===== config.mk =====
export PLATFORM = sky130hd
export DESIGN_NAME = ccss_top
export DESIGN_NICKNAME = d
export VERILOG_FILES = /design/src/common/ccss_pkg.sv /design/src/rtl/ccss_top.sv /design/src/rtl/ccss_ndiv_decode.sv
export SDC_FILE = /design/constraint.sdc
export NUM_CORES = 1
export LEC_CHECK = 0
export BUFFER_PORTS_ARGS = -buffer_cell sky130_fd_sc_hd__buf_2
export CAP_MARGIN = 15
export CORE_MARGIN = 10
export CORE_UTILIZATION = 41
export CTS_CLUSTER_DIAMETER = 60
export DETAILED_ROUTE_END_ITERATION = 16
export PLACE_DENSITY = 0.76
export SYNTH_ARGS = -nofsm -noshare
export SYNTH_HDL_FRONTEND = slang
export SYNTH_SLANG_ARGS = --single-unit
export TNS_END_PERCENT = 20

===== constraint.sdc =====
create_clock -name clk_in -period 0.8 [get_ports clk_in]
set_input_delay 0.16 -clock clk_in [delete_from_list [all_inputs] [get_ports clk_in]]
set_output_delay 0.16 -clock clk_in [all_outputs]
set_load 0.005 [all_outputs]

===== src/common/ccss_pkg.sv =====
// Constants for the codec clock source selection block: register offsets,
// field positions, reset values and divider decode figures.
// Assumes an 8-bit register port with 8-bit offsets, sampled on one clock.
//
// What this block does
// - Core clock from PLL divider or plain divider.
// - Select register upper bits reserved, read zero.
// - Field D7-D6 picks master or bit clock for divider.
// - Field D5-D4 picks master or bit clock for PLL.
// - Divider code 0000 gives 16, 0001 gives 17.
// - Reset: divider code 0010, both sources master clock.
package ccss_pkg;

  // Register width of both registers.
  localparam int unsigned REG_W = 8;

  // Offsets of the two registers on the register port.
  localparam logic [7:0] CORE_SEL_OFFSET = 8'h65;
  localparam logic [7:0] CLK_GEN_OFFSET = 8'h66;

  // Field positions inside the core clock source select register.
  localparam int unsigned CORE_SEL_BIT = 0;

  // Field positions inside the clock generation control register.
  localparam int unsigned DIV_SRC_HI = 7;
  localparam int unsigned DIV_SRC_LO = 6;
  localparam int unsigned PLL_SRC_HI = 5;
  localparam int unsigned PLL_SRC_LO = 4;
  localparam int unsigned NDIV_HI = 3;
  localparam int unsigned NDIV_LO = 0;

  // Reset values of the two registers.
  localparam logic [7:0] CORE_SEL_RESET = 8'h00;
  localparam logic [7:0] CLK_GEN_RESET = 8'h02;

  // Source field codes; 01 and 11 are reserved.
  localparam logic [1:0] SRC_MCLK = 2'h0;
  localparam logic [1:0] SRC_BCLK = 2'h2;

  // Divider decode: the two lowest codes map to values above fifteen.
  localparam int unsigned NVAL_W = 5;
  localparam logic [3:0] NCODE_16 = 4'h0;
  localparam logic [3:0] NCODE_17 = 4'h1;
  localparam logic [4:0] NVAL_16 = 5'h10;
  localparam logic [4:0] NVAL_17 = 5'h11;

endpackage


===== src/rtl/ccss_top.sv =====
// Clock source selection for the codec: two control registers, the
// reference muxes for the PLL and the plain divider, and the core clock mux.
// Assumes a simple synchronous register port and clock pins already sampled
// on clk_in; the PLL and divider themselves live outside this block.
`timescale 1ns/1ps
module ccss_top (
  input wire logic clk_in,
  input wire logic sys_rst_in,
  input wire logic reg_wr_in,
  input wire logic [7:0] reg_addr_in,
  input wire logic [7:0] reg_wdata_in,
  output logic [7:0] reg_rdata_out,
  input wire logic mclk_in,
  input wire logic bclk_in,
  input wire logic pll_divided_output_in,
  input wire logic plain_divider_output_in,
  output logic pll_reference_input_out,
  output logic plain_divider_input_out,
  output logic core_clock_input_out,
  output logic [4:0] pll_n_value_out
);

  // Stored select bit of the core clock source register.
  logic core_sel_q;
  // Stored clock generation control register.
  logic [7:0] clk_gen_q;
  // Registered read data.
  logic [7:0] rdata_q;
  // Registered mux outputs, so every data output comes from a flip-flop.
  logic pll_ref_q;
  logic div_in_q;
  logic core_clk_q;
  logic [4:0] nval_q;

  // Address decode for the two registers.
  wire logic hit_core_sel;
  wire logic hit_clk_gen;
  assign hit_core_sel = (reg_addr_in == ccss_pkg::CORE_SEL_OFFSET);
  assign hit_clk_gen = (reg_addr_in == ccss_pkg::CLK_GEN_OFFSET);

  // Field views of the control register.
  wire logic [1:0] div_src;
  wire logic [1:0] pll_src;
  wire logic [3:0] ndiv_code;
  assign div_src = clk_gen_q[ccss_pkg::DIV_SRC_HI:ccss_pkg::DIV_SRC_LO];
  assign pll_src = clk_gen_q[ccss_pkg::PLL_SRC_HI:ccss_pkg::PLL_SRC_LO];
  assign ndiv_code = clk_gen_q[ccss_pkg::NDIV_HI:ccss_pkg::NDIV_LO];

  // Reserved codes are never written by the host, so only the upper code
  // bit steers each mux; this keeps the mux a single gate level.
  wire logic div_use_bclk;
  wire logic pll_use_bclk;
  assign div_use_bclk = div_src[1];
  assign pll_use_bclk = pll_src[1];

  // Source muxes for the divider and the PLL reference.
  wire logic div_in_d;
  wire logic pll_ref_d;
  assign div_in_d = div_use_bclk ? bclk_in : mclk_in;
  assign pll_ref_d = pll_use_bclk ? bclk_in : mclk_in;

  // Core clock mux: 0 picks the PLL path, 1 the plain divider. A change while
  // both paths toggle can cut a pulse short; the host must park them first.
  wire logic core_clk_d;
  assign core_clk_d = core_sel_q ? plain_divider_output_in : pll_divided_output_in;

  // Read data: reserved upper bits of the select register read zero,
  // unmapped offsets read zero.
  wire logic [7:0] rdata_d;
  assign rdata_d = hit_core_sel ? {7'h00, core_sel_q} :
                   hit_clk_gen ? clk_gen_q : 8'h00;

  // Divide value decoded from the divider field.
  wire logic [4:0] nval_d;
  ccss_ndiv_decode u_ndec (
    .code_in(ndiv_code),
    .nval_out(nval_d)
  );

  // Register writes. Only bit 0 of the select register is stored, so
  // a stray write to the reserved bits has no effect.
  always_ff @(posedge clk_in or posedge sys_rst_in) begin
    if (sys_rst_in) begin
      core_sel_q <= ccss_pkg::CORE_SEL_RESET[ccss_pkg::CORE_SEL_BIT];
      clk_gen_q <= ccss_pkg::CLK_GEN_RESET;
    end else if (reg_wr_in) begin
      if (hit_core_sel) begin
        core_sel_q <= reg_wdata_in[ccss_pkg::CORE_SEL_BIT];
      end
      if (hit_clk_gen) begin
        clk_gen_q <= reg_wdata_in;
      end
    end
  end

  // Output stage: one flop per output, giving a fixed one-cycle latency.
  always_ff @(posedge clk_in or posedge sys_rst_in) begin
    if (sys_rst_in) begin
      rdata_q <= 8'h00;
      pll_ref_q <= 1'b0;
      div_in_q <= 1'b0;
      core_clk_q <= 1'b0;
      // The reset code sits above the two wrap codes, so its value is the code itself.
      nval_q <= {1'b0, ccss_pkg::CLK_GEN_RESET[ccss_pkg::NDIV_HI:ccss_pkg::NDIV_LO]};
    end else begin
      rdata_q <= rdata_d;
      pll_ref_q <= pll_ref_d;
      div_in_q <= div_in_d;
      core_clk_q <= core_clk_d;
      nval_q <= nval_d;
    end
  end

  // Drive the ports from the flops.
  assign reg_rdata_out = rdata_q;
  assign pll_reference_input_out = pll_ref_q;
  assign plain_divider_input_out = div_in_q;
  assign core_clock_input_out = core_clk_q;
  assign pll_n_value_out = nval_q;

  // Checks below share one hazard: the flops still see reset at the edge where
  // it is released, while the assertions already run at that edge. Every check
  // that compares a flop with its inputs, except a_ndiv_wrap and a_ndiv_literal, is therefore gated by the sampled reset,
  // or a reset in mid-run would look like a mux that ignored its select.
  // The core clock follows the PLL path when the select bit is clear.
  a_core_pll_path: assert property (
    @(posedge clk_in) disable iff (sys_rst_in)
    !sys_rst_in && !core_sel_q |=> core_clock_input_out == $past(pll_divided_output_in))
    else $error("Core clock does not follow PLL path.");

  // The core clock follows the divider path when the select bit is set.
  a_core_div_path: assert property (
    @(posedge clk_in) disable iff (sys_rst_in)
    !sys_rst_in && core_sel_q |=> core_clock_input_out == $past(plain_divider_output_in))
    else $error("Core clock does not follow divider path.");

  // Reserved bits of the select register always read back zero.
  a_reserved_read_zero: assert property (
    @(posedge clk_in) disable iff (sys_rst_in)
    !sys_rst_in && hit_core_sel |=> reg_rdata_out[7:1] == 7'h00)
    else $error("Reserved select bits read nonzero.");

  // Divider input source follows its field when the bit clock is chosen.
  a_div_src_mux: assert property (
    @(posedge clk_in) disable iff (sys_rst_in)
    !sys_rst_in && (div_src == ccss_pkg::SRC_BCLK) |=> plain_divider_input_out == $past(bclk_in))
    else $error("Divider input not taken from bit clock.");

  // PLL reference source follows its field when the master clock is chosen.
  a_pll_src_mux: assert property (
    @(posedge clk_in) disable iff (sys_rst_in)
    !sys_rst_in && (pll_src == ccss_pkg::SRC_MCLK) |=> pll_reference_input_out == $past(mclk_in))
    else $error("PLL reference not taken from master clock.");

  // Divider code one, held for two cycles, decodes to seventeen.
  a_ndiv_wrap: assert property (
    @(posedge clk_in) disable iff (sys_rst_in)
    (ndiv_code == ccss_pkg::NCODE_17) ##1 (ndiv_code == ccss_pkg::NCODE_17) |-> pll_n_value_out == ccss_pkg::NVAL_17)
    else $error("Divider code one does not give seventeen.");

  // A written divider code other than zero or one shows on the value output two cycles later.
  a_ndiv_literal: assert property (
    @(posedge clk_in) disable iff (sys_rst_in)
    reg_wr_in && hit_clk_gen && reg_wdata_in[3:1] != 3'h0
    |=> ##1 pll_n_value_out == {1'b0, $past(reg_wdata_in[3:0], 2)})
    else $error("Divider code not decoded to its own value.");

  // Right after reset both registers hold their defaults.
  a_reset_default: assert property (
    @(posedge clk_in)
    $fell(sys_rst_in) |-> clk_gen_q == ccss_pkg::CLK_GEN_RESET &&
    core_sel_q == ccss_pkg::CORE_SEL_RESET[ccss_pkg::CORE_SEL_BIT])
    else $error("Clock control register not at reset default.");

  // Divider input source follows its field when the master clock is chosen.
  a_div_mclk_path: assert property (
    @(posedge clk_in) disable iff (sys_rst_in)
    !sys_rst_in && div_src == ccss_pkg::SRC_MCLK |=> plain_divider_input_out == $past(mclk_in))
    else $error("Divider input not taken from master clock.");

  // PLL reference follows its field when the bit clock is chosen.
  a_pll_bclk_path: assert property (
    @(posedge clk_in) disable iff (sys_rst_in)
    !sys_rst_in && pll_src == ccss_pkg::SRC_BCLK |=> pll_reference_input_out == $past(bclk_in))
    else $error("PLL reference not taken from bit clock.");

  // Divider code zero decodes to sixteen one cycle later.
  a_ndiv_sixteen: assert property (
    @(posedge clk_in) disable iff (sys_rst_in)
    !sys_rst_in && ndiv_code == ccss_pkg::NCODE_16 |=> pll_n_value_out == ccss_pkg::NVAL_16)
    else $error("Divider code zero does not give sixteen.");

  // The select bit reads back as stored before any same-edge write.
  a_sel_readback: assert property (
    @(posedge clk_in) disable iff (sys_rst_in)
    !sys_rst_in && hit_core_sel |=> reg_rdata_out[ccss_pkg::CORE_SEL_BIT] == $past(core_sel_q))
    else $error("Select bit does not read back.");

  // The clock generation register reads back whole.
  a_gen_readback: assert property (
    @(posedge clk_in) disable iff (sys_rst_in)
    !sys_rst_in && hit_clk_gen |=> reg_rdata_out == $past(clk_gen_q))
    else $error("Clock generation register does not read back.");

  // A write to the clock generation register lands at the next edge.
  a_gen_write_lands: assert property (
    @(posedge clk_in) disable iff (sys_rst_in)
    !sys_rst_in && reg_wr_in && hit_clk_gen |=> clk_gen_q == $past(reg_wdata_in))
    else $error("Clock generation write not stored.");

  // A write to the select register stores only its low bit.
  a_sel_write_lands: assert property (
    @(posedge clk_in) disable iff (sys_rst_in)
    !sys_rst_in && reg_wr_in && hit_core_sel |=> core_sel_q == $past(reg_wdata_in[ccss_pkg::CORE_SEL_BIT]))
    else $error("Select write not stored.");

  // Right after reset the divide value is two.
  a_reset_nval: assert property (
    @(posedge clk_in)
    $fell(sys_rst_in) |-> pll_n_value_out == 5'h02)
    else $error("Divide value not two after reset.");

  // Offsets outside the two registers read zero.
  a_unmapped_zero: assert property (
    @(posedge clk_in) disable iff (sys_rst_in)
    !sys_rst_in && !hit_core_sel && !hit_clk_gen |=> reg_rdata_out == 8'h00)
    else $error("Unmapped offset reads nonzero.");

endmodule // ccss_top


===== src/rtl/ccss_ndiv_decode.sv =====
// Decoder that turns the four-bit PLL divider code into its divide value.
// Assumes a code from the clock generation control register; purely combinational.
`timescale 1ns/1ps
module ccss_ndiv_decode (
  input wire logic [3:0] code_in,
  output logic [4:0] nval_out
);

  // The two lowest codes wrap to sixteen and seventeen, all others are literal.
  function automatic logic [4:0] ccss_ndecode(input logic [3:0] code);
    logic [4:0] val;
    val = {1'b0, code};
    if (code == ccss_pkg::NCODE_16) begin
      val = ccss_pkg::NVAL_16;
    end else if (code == ccss_pkg::NCODE_17) begin
      val = ccss_pkg::NVAL_17;
    end
    return val;
  endfunction

  // Continuous decode, no state.
  assign nval_out = ccss_ndecode(code_in);

endmodule // ccss_ndiv_decode


Word-level counts from Yosys, hierarchy flattened:

Cells that the tools add are included.
W data, S select, Z words.

* equal/unequal tests: 3
* mux-type cells: 7
* reduce and logical (&&, ||, !) cells: 3

Operators by type and width (number)
* $eq A8 B7 Y1 const B: 2
* $mux W8: 2
* $mux W5: 2
* $eq A4 B1 Y1 const B: 1
* $logic_not A4 Y1: 1
* $reduce_and A2 Y1: 2
* $mux W1: 3

* register bits after elaboration: 25
* bits of input ports: 23
* output and inout port bits: 16
* word-level logic and storage cells: 20

Longest topological paths before layout:

Gate-level depths: netlist of the first run.

* word-level depth: 3
* gate-level depth with buffers: 4
* gate-level depth less buffers: 3

Modules after synthesis:

Synthesis of the first run repeated with hierarchy kept, for this count alone.

* cells, all modules: 59
* area, all modules: 970.9 µm²

By module, submodules not included
* ccss_top: times used 1, cells an instance 54, area each 945.9 µm², seq. area each 628.1 µm²
* ccss_ndiv_decode: times used 1, cells an instance 5, area each 25.0 µm², seq. area each 0.0 µm²

Worst setup path after synthesis of the first run:

No wires, ideal clock.

* kind: in2reg
* from: input reg_addr_in[7]
* to: register clk_gen_q[0]
* library setup time: 0.125 ns
* arrival time: 1.005 ns
* data required time: 0.675 ns
* path slack: -0.330 ns
* cell stages on the path: 4
* path buffers: 1
* cells stage by stage: and4bb_1 > buf_6 > nand3_4 > mux2_4

* longest elaborated chain between the ends: 2

Ends and longest elaborated chain
* from (decl): line ccss_top.sv:10 `input wire logic [7:0] reg_addr_in,`
* $eq A8 B7 Y1: line ccss_top.sv:39 `assign hit_clk_gen = (reg_addr_in == ccss_pkg::CLK_GEN_OFFSET);`
* $reduce_and A2 Y1 (no source line)
* to (signal assigned): line ccss_top.sv:85 `clk_gen_q <= ccss_pkg::CLK_GEN_RESET;`
* to (signal assigned): line ccss_top.sv:91 `clk_gen_q <= reg_wdata_in;`
* to (decl): line ccss_top.sv:26 `logic [7:0] clk_gen_q;`

No other way between the ends.
A chain may end at the register's enable or synchronous reset.

Worst setup path in the final report of the first run:

* from: register nval_q[1], in the netlist pll_n_value_out[1]
* to: output pll_n_value_out[1]

RTL lines
* from (decl): line ccss_top.sv:33 `logic [4:0] nval_q;`
* from (signal assigned): line ccss_top.sv:104 `nval_q <= {1'b0, ccss_pkg::CLK_GEN_RESET[ccss_pkg::NDIV_HI:ccss_pkg::NDIV_LO]};`
* from (signal assigned): line ccss_top.sv:110 `nval_q <= nval_d;`
* to (decl): line ccss_top.sv:20 `output logic [4:0] pll_n_value_out`

No word-level cell between the ends.

==> metrics.md, run 1 <==
| Metric | Value |
|---|---|
| Top area cells in the synthesized netlist | `sky130_fd_sc_hd__dfrtp_1 (60%), sky130_fd_sc_hd__mux2_4 (12%), sky130_fd_sc_hd__and3_2 (5.4%)` |
| Count of maximum capacitance violations | `0` |
| Largest delay contributor family on the critical path | `flip-flops` |
| Reg-to-reg slack, setup | `-40 ps` |
| Top-area cell type share of the netlist area | `0.596` |
| Setup WS post-layout | `-299 ps` |
| Critical-path maximum fanout | `1` |
| Wire length per cell | `15.8 µm` |
| Period Utilization, post-route | `1.37` |
| Buffer depth of the longest clock path | `2` |
| CP endpoint | `pll_n_value_out[1]` |
| H-tree depth | `1` |
| Endpoints failing setup | `28` |
| Hold Crit Class | `in -> reg` |
| VDD IR-drop max | `1.30 mV` |
| Power per cell area | `1640 mW/mm²` |
| Cells along the critical path | `buf_2` |
| Clock network fraction of design power | `0.255` |
| Flop and latch count out of synthesis | `25` |
| Instance area at placement | `0.00120 mm²` |
| Clock Latency Late Sink | `300 ps` |
| Synthesized Nets | `82` |
| Total routing usage reported by global routing | `0.0860` |
| Internal power of the cells | `1.63 mW` |
| Clock tree from TritonCTS | `built` |
| Cells after synthesis | `59` |
| Die Wd | `68.5 µm` |
| Failing checks | `setup timing` |
| Part of the power in combinational logic | `0.104` |
| Total number of vias | `608` |
| Leakage power of the design | `0.710 nW` |
| Clock-pin transition on the worst setup and hold timing paths | `130 ps` |
| Number of global-route vias before repair | `663` |
| I/O pins | `39` |
| Unique masters post-synth | `15` |
| Global-route wire length before repair | `2.95 mm` |
| Pin count of the biggest net entering global routing | `26` |
| Final Instance Area | `0.00127 mm²` |
| Fraction of power consumed by sequential logic | `0.642` |
| Final Routed Wirelength | `2.02 mm` |
| Port bufs | `38` |
| Pins Over Slew Limit | `0` |
| Synthesis-to-finish area growth | `31.7%` |
| Category of the critical setup timing path | `reg -> out` |
| Number of DRC markers in iteration 0 | `18` |
| Detailed route wirelength on metal2 | `1.10 mm` |
| Result of the run | `complete, but fails checks` |
| Critical path depth | `1` |
| Initial Utilization | `0.432` |
| Height of the die | `68.5 µm` |
| CP max-delay cell | `sky130_fd_sc_hd__dfstp_2` |
| Net Sw Frac | `0.216` |
| Final Net Count | `124` |
| Fill cell total of the finished layout | `189` |
| Total clock buffers created by CTS | `3` |
| Number of warnings issued by yosys | `0` |
| Clock sinks | `25` |
| Floorplan Core Area | `0.00223 mm²` |
| Slowest stage delay, CP | `540 ps` |
| Number of iterations in the first detailed-routing pass | `4` |
| RR Startpoint | `core_sel_q` |
| Final global-route overflow total | `0` |
| Unrepaired setup endpoints after global routing | `yes` |
| Clock Root Buffer | `sky130_fd_sc_hd__clkbuf_4` |
| Dominant cell type by area after synthesis | `sky130_fd_sc_hd__dfrtp_1` |
| Total standard cell area after synthesis | `966 µm²` |
| Post-route ant nets | `0` |
| Crit path time final | `1100 ps` |
| Destination of the worst register-to-register timing path | `core_clock_input_out` |
| Final hold viol count | `0` |
| Antenna violations before repair | `0` |
| Avg Synthesized Cell Area | `16.4 µm²` |
| # DRC | `0` |
| DP Wirelength | `1.62 mm` |
| Worst hold slack | `74.3 ps` |
| Critical Path Start Type | `flip-flop` |
| GP Congestion | `0.628` |
| Row count | `17` |
| Startpoint of the worst setup timing path | `pll_n_value_out[1]` |
| Crit path required time | `640 ps` |
| Number of diodes added for antenna fixing | `0` |
| Buffer and inverter count on the worst path | `1` |
| Average vias per placed instance | `4.75` |
| Highest routed metal layer | `met4` |
| Die area | `0.00470 mm²` |
| Share of synthesized area occupied by flip-flops and latches | `0.650` |
| Normalized max-slew margin | `0.875` |
| Routed length on met1 | `667 µm` |
| Fraction of layout instances using a drive strength above 1 | `0.720` |
| Worst Reg-to-Reg Cells | `1` |
| Clock skew | `0.724 ps` |
| Endpoint kind of the worst setup timing path | `primary output` |
| Actual slew at the worst max-slew pin | `187 ps` |
| Arr. time, crit path | `940 ps` |
| Switching component of the power | `0.450 mW` |
| Peak Freq | `0.910 GHz` |
| Routed met3 length | `170 µm` |
-- worst min-delay path by stage --
stage / startpoint / to / slack (ps) / cells past startpoint
floorplan: sys_rst_in / clk_gen_q[0] / 190 / 1
global placement: sys_rst_in / reg_rdata_out[3] / 190 / 3
detailed placement: sys_rst_in / reg_rdata_out[3] / 200 / 3
CTS: reg_wdata_in[5] / clk_gen_q[5] / 60 / 2
global route: reg_wdata_in[3] / clk_gen_q[3] / 50 / 2
finish: reg_wdata_in[6] / clk_gen_q[6] / 70 / 2
-- placed cells by master (no fill, tap or decap), drive strengths merged --
cell         Yosys  routed
clkinv           0       1
dlygate4sd3      0       1
dfrtp           23      23
nor2b            1       1
nand3            2       2
inv              1       1
mux2            12      12
and3             7       7
dfstp            2       2
buf              2      42
and4bb           3       3
clkbuf           4       3
nor3             1       1
a22oi            1       1
-- sequential cells by signal, summed over array words and instances (netlist names) --
register,cells
clk_gen_q,8
core_clock_input_out,1
reg_rdata_out,8
pll_n_value_out,5
plain_divider_input_out,1
core_sel_q,1
pll_reference_input_out,1
-- area by class of cell --
type,count,area (µm²),area share
Inverter,1,3.75,0.00295
Clock buffer,3,22.5,0.0177
Timing Repair Buffer,43,262,0.206
Tap cell,28,35.0,0.0275
Sequential cell,25,628,0.494
Multi-Input combinational cell,27,317,0.249
Clock inverter,1,5.00,0.00393
-- synthesized netlist by cell type (all sizes together) --
library cell and instances:
a22oi 1, and3 7, and4bb 3, buf 2, clkbuf 4, dfrtp 23
dfstp 2, inv 1, mux2 12, nand3 2, nor2b 1, nor3 1
-- routing by layer --
layer,track usage,up-vias
met5,0,-
met4,0.0553,0
met3,0.0354,10
met2,0.143,28
met1,0.0878,286
li1,-,284
-- cell families after synthesis --
family,synth area share
and+or+nand+nor,0.128
buffers and inverters,0.0427
AOI/OAI and AO/OA,0.00777
muxes,0.171
DFF,0.650
-- metrics by stage --
step                utilization  setup WS [ps]  instances  total power, mW  TNS (ps)
CTS                       0.563           -318        128             2.10     -3860
floorplan                     -           -321         59             1.45     -2760
global placement          0.536           -437        123             1.54     -6300
detailed placement        0.536           -481        123             1.56     -6720
finish                    0.570           -299        128             2.08     -3640
global route              0.570           -342        128             2.19     -4520
-- power groups by stage --
stage	registers, mW	clock network [mW]	logic (mW)
after floorplan	1.36	0	0.0887
after global placement	1.36	0	0.187
after detailed placement	1.36	0	0.197
after CTS	1.34	0.551	0.215
after global routing	1.34	0.614	0.237
final	1.34	0.530	0.216
-- repair_timing --
item	CTS	global route
endpoints found under the setup margin	28	32
gates resized for setup	7	3
hold buffers	1	0
setup buffers	0	0
hold endpoints to repair	23	0
pin swaps	1	3
Power figures use the tool's default switching activity.
==> run 2: changes to the inputs <==
Settings changed: SETUP_SLACK_MARGIN set to 0.05.
==> run 2 against run 1 <==
Net effect: the flow still finishes with violations (setup timing); count of clock-buffer cells in the layout is the same; maximum frequency did not move; design area did not move.
==> metrics.md, run 2 (synthesis gave the netlist of run 1 again) <==
| Metric | Value |
|---|---|
| Result of the run | `complete, but fails checks (unchanged)` |
| Failing checks | `setup timing (unchanged)` |
| Slowest stage delay, CP | `540 ps (about the same)` |
| Row count | `17 (unchanged)` |
| # DRC | `0 (unchanged)` |
| Final Routed Wirelength | `2.02 mm (unchanged)` |
| Clock-pin transition on the worst setup and hold timing paths | `130 ps (about the same)` |
| Crit path required time | `640 ps (about the same)` |
| Initial Utilization | `0.432 (unchanged)` |
| VDD IR-drop max | `1.30 mV (unchanged)` |
| Power per cell area | `1640 mW/mm² (unchanged)` |
| Crit path time final | `1100 ps (unchanged)` |
| Endpoint kind of the worst setup timing path | `primary output (unchanged)` |
| Clock Root Buffer | `sky130_fd_sc_hd__clkbuf_4 (unchanged)` |
| Port bufs | `38 (unchanged)` |
| Pin count of the biggest net entering global routing | `26 (unchanged)` |
| Height of the die | `68.5 µm (unchanged)` |
| Clock tree from TritonCTS | `built (unchanged)` |
| Fraction of layout instances using a drive strength above 1 | `0.720 (unchanged)` |
| Final hold viol count | `0 (unchanged)` |
| Post-route ant nets | `0 (unchanged)` |
| Arr. time, crit path | `940 ps (about the same)` |
| Most used cells in the layout excluding fill and tap cells | `sky130_fd_sc_hd__buf_2 (35), sky130_fd_sc_hd__dfrtp_1 (23), sky130_fd_sc_hd__mux2_4 (11) (unchanged)` |
| Category of the critical setup timing path | `reg -> out (unchanged)` |
| Period Utilization, post-route | `1.37 (unchanged)` |
| Number of iterations in the first detailed-routing pass | `4 (unchanged)` |
| Post-route non-filler standard cell count | `128 (unchanged)` |
| Final Net Count | `124 (unchanged)` |
| Buffer depth of the longest clock path | `2 (unchanged)` |
| Final Instance Area | `0.00127 mm² (unchanged)` |
| Total number of vias | `608 (unchanged)` |
| Number of diodes added for antenna fixing | `0 (unchanged)` |
| Instance area at placement | `0.00120 mm² (unchanged)` |
| Total placed cells including tap cells | `123 (unchanged)` |
| Leakage power of the design | `0.710 nW (unchanged)` |
| Critical Path Start Type | `flip-flop (unchanged)` |
| Buffer and inverter count on the worst path | `1 (unchanged)` |
| Clock Latency Late Sink | `300 ps (about the same)` |
| Actual slew at the worst max-slew pin | `187 ps (unchanged)` |
| Largest delay contributor family on the critical path | `flip-flops (unchanged)` |
| Global-route wire length before repair | `2.94 mm (was 2.95 mm)` |
| Fill cell total of the finished layout | `189 (unchanged)` |
| Number of global-route vias before repair | `660 (was 663)` |
| Average vias per placed instance | `4.75 (unchanged)` |
| Total routing usage reported by global routing | `0.0857 (was 0.0860)` |
| Count of maximum capacitance violations | `0 (unchanged)` |
| Unrepaired setup endpoints after global routing | `yes (unchanged)` |
| Setup WS post-layout | `-299 ps (unchanged)` |
| Pins Over Slew Limit | `0 (unchanged)` |
| Hold Crit Class | `in -> reg (unchanged)` |
| Final global-route overflow total | `0 (unchanged)` |
| Normalized max-slew margin | `0.875 (unchanged)` |
| GP Congestion | `0.628 (unchanged)` |
| Leading cell type in the layout, fill and taps excluded | `sky130_fd_sc_hd__buf_2 (unchanged)` |
| Floorplan Core Area | `0.00223 mm² (unchanged)` |
| I/O pins | `39 (unchanged)` |
| DP Wirelength | `1.62 mm (unchanged)` |
| Die area | `0.00470 mm² (unchanged)` |
| Number of DRC markers in iteration 0 | `18 (unchanged)` |
| Die Wd | `68.5 µm (unchanged)` |
| Critical-path maximum fanout | `1 (unchanged)` |
| Clock sinks | `25 (unchanged)` |
| CP max-delay cell | `sky130_fd_sc_hd__dfstp_2 (unchanged)` |
| Peak Freq | `0.910 GHz (unchanged)` |
| Synthesis-to-finish area growth | `31.7% (unchanged)` |
| Antenna violations before repair | `0 (unchanged)` |
| Wire length per cell | `15.8 µm (unchanged)` |
| Total clock buffers created by CTS | `3 (unchanged)` |
| H-tree depth | `1 (unchanged)` |
| Cells along the critical path | `buf_2 (unchanged)` |
| Post-CTS Setup Repair Bufs | `0 (unchanged)` |
| Clock skew | `0.724 ps (unchanged)` |
| Endpoints failing setup | `28 (unchanged)` |
| Fraction of the core area covered by cells at the end of the flow | `0.570 (unchanged)` |
## run 2: final timing paths
kind / startpoint / endpoint / slack [ps] / cells after the start
hold / removal: reg_wdata_in[6] / clk_gen_q[6] / 70 / 2
setup reg to reg: core_sel_q / core_clock_input_out / -40 / 1
setup / recovery: pll_n_value_out[1] / pll_n_value_out[1] / -300 / 1
max in group asynchronous: sys_rst_in / pll_n_value_out[1] / 170 / 4
min in group asynchronous: sys_rst_in / pll_n_value_out[3] / 410 / 4
hold reg to reg: clk_gen_q[1] / pll_n_value_out[1] / 400 / 0
## run 2: timing repair
item,in CTS,in global routing
gates resized for setup,8,2
setup endpoints to repair,36,37
hold endpoints to repair,23,0
hold buffers,1,0
pin swaps,2,4
## run 2: power by group
part           total [mW]  internal, mW  switching [mW]
Combinational       0.216         0.134          0.0814
Clock               0.530         0.186           0.344
Sequential           1.34          1.31          0.0246
## run 2: layer usage
layer  part of all wire  GRT usage  vias to the layer above
met5                  0          0                        -
met4              0.042     0.0553                        0
met3              0.084     0.0354                       10
met2               0.54      0.143                       28
met1               0.33     0.0868                      286
li1                   -          -                      284
## run 2: area by class of cell
class | count | area, µm² | share of cell area
timing repair buffer | 43 | 262 | 0.206
clock buffer | 3 | 22.5 | 0.0177
multi-input combinational | 27 | 317 | 0.249
sequential | 25 | 628 | 0.494
inverter | 1 | 3.75 | 0.00295
clock inverter | 1 | 5.00 | 0.00393
tap | 28 | 35.0 | 0.0275
## run 2: per-stage QoR
| step | TNS, ps | setup slack (ps) | hold WS [ps] | total power [mW] |
|---|---|---|---|---|
| 6_report | -3640 | -299 | 74.3 | 2.08 |
| 5_1_grt | -4520 | -342 | 46.7 | 2.19 |
| 4_1_cts | -3860 | -318 | 61.1 | 2.10 |
| 3_5_place_dp | -6720 | -481 | 199 | 1.56 |
| 3_3_place_gp | -6300 | -437 | 191 | 1.54 |
| 2_1_floorplan | -2760 | -321 | 186 | 1.45 |
